`config.mk`:
```
export PLATFORM = sky130hd
export DESIGN_NAME = rrd_datapath
export DESIGN_NICKNAME = d
export VERILOG_FILES = /design/src/logic/rrd_pkg.sv /design/src/logic/rrd_rotator.sv /design/src/logic/rrd_datapath.sv
export VERILOG_INCLUDE_DIRS = /design/src /design/src/logic
export SDC_FILE = /design/constraint.sdc
export NUM_CORES = 1
export LEC_CHECK = 0
export BUFFER_PORTS_ARGS = -buffer_cell sky130_fd_sc_hd__buf_2
export CAP_MARGIN = 20
export CORE_ASPECT_RATIO = 1.2
export CORE_UTILIZATION = 48
export DETAILED_ROUTE_END_ITERATION = 6
export MAX_ROUTING_LAYER = met4
export PLACE_DENSITY_LB_ADDON = 0.1
export SYNTH_ARGS = -nofsm -noshare
export SYNTH_HDL_FRONTEND = slang
export SYNTH_SLANG_ARGS = --single-unit
```
`constraint.sdc`:
```
create_clock -name clk -period 2.9 [get_ports clk]
set_clock_uncertainty 0.2 [all_clocks]
set_input_delay 0.87 -clock clk [delete_from_list [all_inputs] [get_ports clk]]
set_output_delay 0.87 -clock clk [all_outputs]
set_load 0.01 [all_outputs]
```
`src/logic/rrd_params.svh`:
```
`ifndef RRD_PARAMS_SVH
`define RRD_PARAMS_SVH
`define RRD_DATA_W 8
`define RRD_ADDR_W 8
`define RRD_MSB 7
`define RRD_LSB 0
`define RRD_WRITE_RST 1'b0
`define RRD_ACC_RST 8'h00
`define RRD_CARRY_RST 1'b0
`define RRD_ADDR_RST 8'h00
`define RRD_DATA_RST 8'h00
`endif

```
`src/logic/rrd_pkg.sv`:
```
`include "rrd_params.svh"
package rrd_pkg;
  typedef enum logic [1:0] {
    RRD_OP_NONE = 2'h0,
    RRD_OP_ROTATE = 2'h1,
    RRD_OP_TO_WORKING = 2'h2,
    RRD_OP_WITH_CARRY = 2'h3
  } rrd_op_t;

  typedef struct packed {
    rrd_op_t op;
    logic [`RRD_ADDR_W-1:0] addr;
    logic [`RRD_DATA_W-1:0] operand;
  } rrd_req_t;

  typedef struct packed {
    logic memWrite;
    logic [`RRD_ADDR_W-1:0] memAddr;
    logic [`RRD_DATA_W-1:0] memData;
  } rrd_mem_t;

  typedef struct packed {
    logic [`RRD_DATA_W-1:0] result;
    logic carryOut;
  } rrd_rot_t;
endpackage

```
`src/logic/rrd_rotator.sv`:
```
`timescale 1ns/100ps
`default_nettype none
`include "rrd_params.svh"
module rrd_rotator
  import rrd_pkg::*;
(
  input wire rrd_op_t op,
  input wire logic [`RRD_DATA_W-1:0] operand,
  input wire logic carryIn,
  output var rrd_rot_t rot
);
  genvar i;
  logic [`RRD_MSB-1:0] shifted;
  // bits 0..6 take the next higher bit; the top bit depends on the op
  generate
    for (i = 0; i < `RRD_MSB; i++) begin : gShift
      assign shifted[i] = operand[i+1]; // see (RULE1)
    end
  endgenerate
  always_comb begin
    rot.result = {operand[`RRD_LSB], shifted};
    rot.carryOut = carryIn;
    if (op == RRD_OP_WITH_CARRY) begin
      rot.result[`RRD_MSB] = carryIn; // see (RULE5)
      rot.carryOut = operand[`RRD_LSB]; // see (RULE5)
    end else begin
      rot.result[`RRD_MSB] = operand[`RRD_LSB]; // see (RULE1) (RULE2)
    end
  end
endmodule // rrd_rotator
`default_nettype wire

```
`src/logic/rrd_datapath.sv`:
```
`timescale 1ns/100ps
`default_nettype none
`include "rrd_params.svh"
//Behaviour
// (RULE1) plain rotate right: bit 0 to bit 7, written back, no flag changes
// (RULE2) rotate to accumulator: same rotation loaded into accumulator, flags unchanged
// (RULE3) rotate to accumulator never writes the data-memory location
// (RULE4) carry rotate treats byte plus carry as one nine-bit chain shifted right
// (RULE5) carry rotate: bit 0 to carry, carry to bit 7, written back
module rrd_datapath
  import rrd_pkg::*;
(
  input wire logic clk,
  input wire logic rst_b,
  input wire rrd_req_t req,
  output rrd_mem_t mem,
  output logic [`RRD_DATA_W-1:0] acc,
  output logic carry
);
  typedef struct packed {
    rrd_mem_t mem;
    logic [`RRD_DATA_W-1:0] acc;
    logic carry;
  } rrd_state_t;

  rrd_state_t state;
  rrd_state_t next_state;
  rrd_rot_t rot;

  // op decoding shared by the properties below
  function automatic logic opWritesMem(input rrd_op_t op);
    return (op == RRD_OP_ROTATE) || (op == RRD_OP_WITH_CARRY);
  endfunction

  function automatic logic opLoadsAcc(input rrd_op_t op);
    return op == RRD_OP_TO_WORKING;
  endfunction

  function automatic logic opUpdatesCarry(input rrd_op_t op);
    return op == RRD_OP_WITH_CARRY;
  endfunction

  rrd_rotator uRot (
    .op(req.op),
    .operand(req.operand),
    .carryIn(state.carry),
    .rot(rot)
  );

  always_comb begin
    next_state = state;
    next_state.mem.memWrite = 1'b0;
    case (req.op)
      RRD_OP_ROTATE: begin
        next_state.mem.memWrite = 1'b1; // see (RULE1)
        next_state.mem.memAddr = req.addr;
        next_state.mem.memData = rot.result;
      end
      RRD_OP_TO_WORKING: begin
        next_state.acc = rot.result; // see (RULE2) (RULE3)
      end
      RRD_OP_WITH_CARRY: begin
        next_state.mem.memWrite = 1'b1; // see (RULE4)
        next_state.mem.memAddr = req.addr;
        next_state.mem.memData = rot.result;
        next_state.carry = rot.carryOut; // see (RULE5)
      end
      default: begin
        next_state.mem.memWrite = 1'b0;
      end
    endcase
  end

  // synchronous reset; a single low edge clears everything
  always_ff @(posedge clk) begin
    if (!rst_b) begin
      state.mem.memWrite <= `RRD_WRITE_RST;
      state.mem.memAddr <= `RRD_ADDR_RST;
      state.mem.memData <= `RRD_DATA_RST;
      state.acc <= `RRD_ACC_RST;
      state.carry <= `RRD_CARRY_RST;
    end else begin
      state <= next_state;
    end
  end

  assign mem = state.mem;
  assign acc = state.acc;
  assign carry = state.carry;

  // sampled rst_b in each trigger: the edge that resets must not start an attempt
  AST_RR_WRITE: assert property (@(posedge clk) disable iff (!rst_b) // see (RULE1)
    rst_b && req.op == RRD_OP_ROTATE |=>
      mem.memWrite
      && mem.memAddr == $past(req.addr)
      && mem.memData == {$past(req.operand[`RRD_LSB]),
                         $past(req.operand[`RRD_MSB:`RRD_LSB+1])}
      && carry == $past(carry))
    else $error("rotate right result wrong");

  AST_RR_TOP_BIT: assert property (@(posedge clk) disable iff (!rst_b) // see (RULE1)
    rst_b && req.op == RRD_OP_ROTATE |=>
      mem.memData[`RRD_MSB] == $past(req.operand[`RRD_LSB]))
    else $error("rotate right top bit wrong");

  AST_RR_LOW_BITS: assert property (@(posedge clk) disable iff (!rst_b) // see (RULE1)
    rst_b && req.op == RRD_OP_ROTATE |=>
      mem.memData[`RRD_MSB-1:`RRD_LSB] == $past(req.operand[`RRD_MSB:`RRD_LSB+1]))
    else $error("rotate right low bits wrong");

  AST_RR_ACC_HOLD: assert property (@(posedge clk) disable iff (!rst_b) // see (RULE1)
    rst_b && req.op == RRD_OP_ROTATE |=>
      $stable(acc))
    else $error("rotate right touched accumulator");

  AST_RR_CARRY_HOLD: assert property (@(posedge clk) disable iff (!rst_b) // see (RULE1)
    rst_b && req.op == RRD_OP_ROTATE |=>
      $stable(carry))
    else $error("rotate right touched carry");

  AST_RRA_ACC: assert property (@(posedge clk) disable iff (!rst_b) // see (RULE2)
    rst_b && req.op == RRD_OP_TO_WORKING |=>
      acc == {$past(req.operand[`RRD_LSB]),
              $past(req.operand[`RRD_MSB:`RRD_LSB+1])}
      && carry == $past(carry))
    else $error("rotate to accumulator wrong");

  AST_RRA_TOP_BIT: assert property (@(posedge clk) disable iff (!rst_b) // see (RULE2)
    rst_b && req.op == RRD_OP_TO_WORKING |=>
      acc[`RRD_MSB] == $past(req.operand[`RRD_LSB]))
    else $error("accumulator top bit wrong");

  AST_RRA_LOW_BITS: assert property (@(posedge clk) disable iff (!rst_b) // see (RULE2)
    rst_b && req.op == RRD_OP_TO_WORKING |=>
      acc[`RRD_MSB-1:`RRD_LSB] == $past(req.operand[`RRD_MSB:`RRD_LSB+1]))
    else $error("accumulator low bits wrong");

  AST_RRA_CARRY_HOLD: assert property (@(posedge clk) disable iff (!rst_b) // see (RULE2)
    rst_b && req.op == RRD_OP_TO_WORKING |=>
      $stable(carry))
    else $error("rotate to accumulator touched carry");

  // the source byte is only safe if no write strobe leaves the block
  AST_RRA_NOWRITE: assert property (@(posedge clk) disable iff (!rst_b) // see (RULE3)
    rst_b && req.op == RRD_OP_TO_WORKING |=>
      !mem.memWrite)
    else $error("memory written by accumulator rotate");

  AST_RRA_MEM_HOLD: assert property (@(posedge clk) disable iff (!rst_b) // see (RULE3)
    rst_b && req.op == RRD_OP_TO_WORKING |=>
      $stable(mem.memAddr)
      && $stable(mem.memData))
    else $error("accumulator rotate moved write bus");

  AST_WRITE_BUS_HOLD: assert property (@(posedge clk) disable iff (!rst_b) // see (RULE3)
    rst_b && !opWritesMem(req.op) |=>
      $stable(mem.memAddr)
      && $stable(mem.memData))
    else $error("write bus moved without a write");

  // byte plus carry as one chain: {data, carry} equals {old carry, old byte}
  AST_RRC_CHAIN: assert property (@(posedge clk) disable iff (!rst_b) // see (RULE4)
    rst_b && req.op == RRD_OP_WITH_CARRY |=>
      {mem.memData, carry} == {$past(carry), $past(req.operand)})
    else $error("carry chain rotate wrong");

  AST_RRC_LOW_BITS: assert property (@(posedge clk) disable iff (!rst_b) // see (RULE4)
    rst_b && req.op == RRD_OP_WITH_CARRY |=>
      mem.memData[`RRD_MSB-1:`RRD_LSB] == $past(req.operand[`RRD_MSB:`RRD_LSB+1]))
    else $error("carry rotate low bits wrong");

  AST_RRC_WRITE: assert property (@(posedge clk) disable iff (!rst_b) // see (RULE5)
    rst_b && req.op == RRD_OP_WITH_CARRY |=>
      mem.memWrite
      && mem.memAddr == $past(req.addr)
      && acc == $past(acc))
    else $error("carry rotate writeback wrong");

  AST_RRC_CARRY_OUT: assert property (@(posedge clk) disable iff (!rst_b) // see (RULE5)
    rst_b && req.op == RRD_OP_WITH_CARRY |=>
      carry == $past(req.operand[`RRD_LSB]))
    else $error("carry rotate lost its low bit");

  AST_RRC_CARRY_IN: assert property (@(posedge clk) disable iff (!rst_b) // see (RULE5)
    rst_b && req.op == RRD_OP_WITH_CARRY |=>
      mem.memData[`RRD_MSB] == $past(carry))
    else $error("carry rotate top bit wrong");

  AST_ACC_ONLY_RRA: assert property (@(posedge clk) disable iff (!rst_b) // see (RULE5)
    rst_b && !opLoadsAcc(req.op) |=>
      $stable(acc))
    else $error("accumulator changed by another op");

  AST_CARRY_ONLY_RRC: assert property (@(posedge clk) disable iff (!rst_b) // see (RULE2)
    rst_b && !opUpdatesCarry(req.op) |=>
      $stable(carry))
    else $error("carry changed by another op");

  // a strobe that stood two cycles would write the same byte twice
  AST_WRITE_ONE_SHOT: assert property (@(posedge clk) disable iff (!rst_b) // see (RULE1)
    rst_b && mem.memWrite && !opWritesMem(req.op) |=>
      !mem.memWrite)
    else $error("write strobe held too long");

  AST_WRITE_CAUSE: assert property (@(posedge clk) disable iff (!rst_b) // see (RULE3)
    rst_b && mem.memWrite |->
      opWritesMem($past(req.op)))
    else $error("write strobe without a writing op");

  AST_IDLE_HOLD: assert property (@(posedge clk) disable iff (!rst_b) // see (RULE1)
    rst_b && req.op == RRD_OP_NONE |=>
      !mem.memWrite
      && $stable(carry)
      && $stable(acc)
      && $stable(mem.memAddr)
      && $stable(mem.memData))
    else $error("idle cycle changed state");

  // no disable here: this one must run while reset is low
  AST_RESET_CLEAR: assert property (@(posedge clk)
    !rst_b |=>
      mem.memWrite == `RRD_WRITE_RST
      && mem.memAddr == `RRD_ADDR_RST
      && mem.memData == `RRD_DATA_RST
      && acc == `RRD_ACC_RST
      && carry == `RRD_CARRY_RST)
    else $error("reset left state behind");
endmodule // rrd_datapath
`default_nettype wire

```
Word level (Yosys, flattened, before mapping)
Cells that the tools add are included.
{ "word_totals": {"regBits": 26, "in_bits": 20} }
{ "classes": {"eq_ne": 3, "n_mux": 2, "reduce_logical": 1} }
{ "ops": {"columns": ["op", "count"], "rows": [
  ["$eq A2 B2 Y1 const B", 2],
  ["$eq A2 B1 Y1 const B", 1],
  ["$mux W1", 2],
  ["$reduce_or A2 Y1", 1]
]} }

Logic depth before layout (Yosys ltp)
{ "logic_depth": {"depth_word": 3, "mapped_depth": 4, "mapped_depth_nobuf": 3} }

By module
A second synthesis with hierarchy kept.
{ "unflattened": {"cells_unflattened": 105, "hier_area_um2": 1099.8} }
{ "by_module_without_submodules": {"columns": ["module", "instances", "cells_per_inst", "area_per_inst_um2", "seq_area_each_um2"], "rows": [
  ["rrd_datapath", 1, 95, 1021.0, 520.5],
  ["rrd_rotator", 1, 10, 78.8, 0.0]
]} }

Worst setup path after synthesis
OpenSTA, ideal clock, no wires.
{ "synth_timing": {"path_type": "input -> register", "start": "input req[16] (netlist bit)", "end": "register acc[0] (netlist name)", "arrival_time_ps": 1342, "t_required_ps": 2584, "setup_slack_ps": 1242, "path_stages": 4, "path_cell_list": "nand2b_1 > buf_4 > mux2i_1 > nor2b_1"} }
{ "synth_via": {"elab_chain_cells": 1} }
{ "synth_lines": {"columns": ["item", "line_no", "text"], "rows": [
  ["from (decl)", "rrd_datapath.sv:15", "input wire rrd_req_t req,"],
  ["$eq A2 B2 Y1", "rrd_datapath.sv:53", "case (req.op)"]
]} }
Every way passes these cells.
A chain may end at the register's enable or synchronous reset.

Final worst setup path
{ "layout_timing": {"start": "register carry (netlist name)", "end": "output carry"} }
{ "layout_rtl": {"columns": ["item", "line_no", "text"], "rows": [
  ["to (decl)", "rrd_datapath.sv:18", "output logic carry"]
]} }
No word-level cell between the ends.

==> impl_metrics.ini <==
[timing]
worstMarginPinSlew_ns = 0.4957
post-route-period-util_pct = 65.68
tns_ns = 0
timing.final.crit_period_ns = 1.905
max_slew_margin_pct = 66.96
max_freq_mhz = 525.0
rsz0062_at_grt = no
maxSlewViolCount = 0
setup_viol = 0
hold_viol = 0

[critical_path]
crit_required_ns = 1.83
crit_cells = 1
worst_path_max_delay_cell = dfxtp_1
endpoint_kind = output pin
critPathLaunchType = register
cp.buffers_inverters = 1
rr_worst_depth = 2
crit_chain = buf_2
max_stage_delay_ns = 0.38
critPathKind = register to output pin
cpLargestDelayFamily = flip-flops
path_max_fanout = 3
crit_arrival_ns = 0.83

[routing]
finalWirelength_um = 1696
drc = 0
ant_nets = 0
routedWlPerCell_um = 11.31
via_per_inst = 4.840
firstDrtPassIters = 3
drtIter0Drc = 4
num_vias = 726

[synth]
synth-seq-cells = 26
syn_avg_cell_area_um2 = 11.35
synth_area_leader_cell = dfxtp_1
ys_async_sr_fraction_pct = 0
yosys-top-cells-count = dfxtp_1 (26), mux2i_1 (24), nor2b_1 (23)
synth_xor_area_share_pct = 0
synth_compound_area_share_pct = 1.795
ys.flop_type = dfxtp_1
synth_top_family_by_area = multiplexers
synth_edf_count = 0
yosys_warnings = 0
syn_area_um2 = 975.9
synth_top_area_share_pct = 53.33
synth-simple-area-share_pct = 17.31
synth_fp_nets = 106
yosysSeqAreaShare_pct = 53.33
netlist_instances = 86
yosys.area_share.adder_pct = 0
yosysMostFrequentCell = dfxtp_1
synthMuxAreaShare_pct = 24.62
synth_area_leaders = dfxtp_1 (53%), mux2i_1 (25%), nor2b_1 (15%), buf_4 (1.5%), buf_2 (1.0%)
ys_types = 13

[cts]
clock_latency_ns = 0.30
hold_buffers = 0
clkSinkCount = 26
cts.clk_slew.worst_paths_ns = 0.13
htreeDepth = 1
clockBufferDepth = 2
numCtsBuffers = 3
cts_tree = done
postCtsSetupBuffers = 0
ctsResizeCount = 0
root_buffer = clkbuf_4

[die]
rows = 17
ios = 46
start_util_pct = 52.14
die_h_um = 51.40
die-area_um2 = 2218
coreArea_um2 = 1872
dieWidth_um = 43.16

[power_and_ir_drop]
power_w = 0.0007215
switching_share_pct = 21.67
p_per_area_nw_per_um2 = 574.3
leakagePower_nw = 0.6649
p_int_w = 0.0005651
peakVddDrop_mv = 0.3541
seqPwrFrac_pct = 53.6
clkPwrFrac_pct = 33.6
switching_power_w = 0.0001563
comb_power_share_pct = 12.9

[grt]
overflow = 0
antenna_found_initial = 0
grt_max_degree = 27
grt_pass1_wl_um = 2904
groute.usage.overall_pct = 17.75
grt_pass1_vias = 695

[hold_path]
hp-class = register to register
holdPathStages = 2

[place]
io_buffers = 45
dp_hpwl_um = 1176
gp_congestion = 0.5993

[final_layout]
syn_to_final_growth_pct = 28.72
fillCellCount = 160
final_nets = 152
final_layout_size_suffix_gt1_share_pct = 38.17
n_antenna_cell = 0

[outcome]
outcome = finished clean

[run]
maxCapViolations = 0
metrics by stage:
step | instances | instance area [um^2] | setup WS, ns | utilization, % | hold slack (ns)
floorplan | 86 | 975.9 | 1.242 | - | 0.2909
global placement | 146 | 1204 | 0.8983 | 64.30 | 0.2560
detailed placement | 146 | 1204 | 0.9082 | 64.30 | 0.2660
CTS | 150 | 1256 | 0.9755 | 67.11 | 0.2993
global route | 150 | 1256 | 0.9458 | 67.11 | 0.3263
finish | 150 | 1256 | 0.9953 | 67.11 | 0.2958
placed cells by master (no fill, tap or decap):
cell type,netlist,routed
a21oi_1,1,1
buf_4,2,1
dfxtp_1,26,26
nand2b_1,1,1
and2_1,1,1
clkbuf_4,0,3
a21boi_1,1,1
nor2b_1,23,23
mux2i_1,24,24
nand3_1,1,1
o21ai_1,1,1
bufinv_16,0,1
buf_2,2,45
nand2_1,2,2
worst min-delay path: cells and delay by family, from the launching register on:
kind	cells	cell delay [ns]
flip-flops	1	0.35
AND/OR/NAND/NOR	1	0.06
AO/OA/AOI/OAI	1	0.05
flip-flops by register name (all words and copies together) (netlist names):
name,cells
carry,1
mem,17
acc,8
routing by layer:
| metal | wire length (um) | vias to the layer above | global-route usage (%) |
|---|---|---|---|
| met4 | 12 | 0 | 7.576 |
| met3 | 95 | 2 | 2.473 |
| met2 | 835 | 26 | 31.59 |
| li1 | - | 375 | - |
| met5 | 0 | - | - |
| met1 | 753 | 323 | 19.47 |
area by class of cell:
class	instances	area (um^2)	area share, %
Sequential cell	26	520.5	41.43
Tap cell	19	23.77	1.892
Multi-Input combinational cell	55	426.7	33.96
Clock inverter	1	30.03	2.390
Clock buffer	3	22.52	1.793
Timing Repair Buffer	46	232.7	18.53
final timing paths:
path              start  endpoint  slack (ns)
setup / recovery  carry     carry         1.0
hold / removal    carry     carry        0.30
setup reg to reg  carry    mem[7]        2.03
hold reg to reg   carry     carry        0.30
cells by family after synthesis:
kind of cell | Yosys count
mux | 24
buf+inv | 5
simple gates | 28
compound gates | 3
flops | 26
power groups by stage:
stage	logic, W	registers, W	clock network (W)
after floorplan	0.0000454	0.000404	0
after global placement	0.0000922	0.000393	0
after detailed placement	0.0000942	0.000394	0
after CTS	0.0000943	0.000387	0.000250
after global routing	0.000104	0.000389	0.000262
final	0.0000927	0.000386	0.000242
No activity file was read; power rests on OpenSTA's default activity.
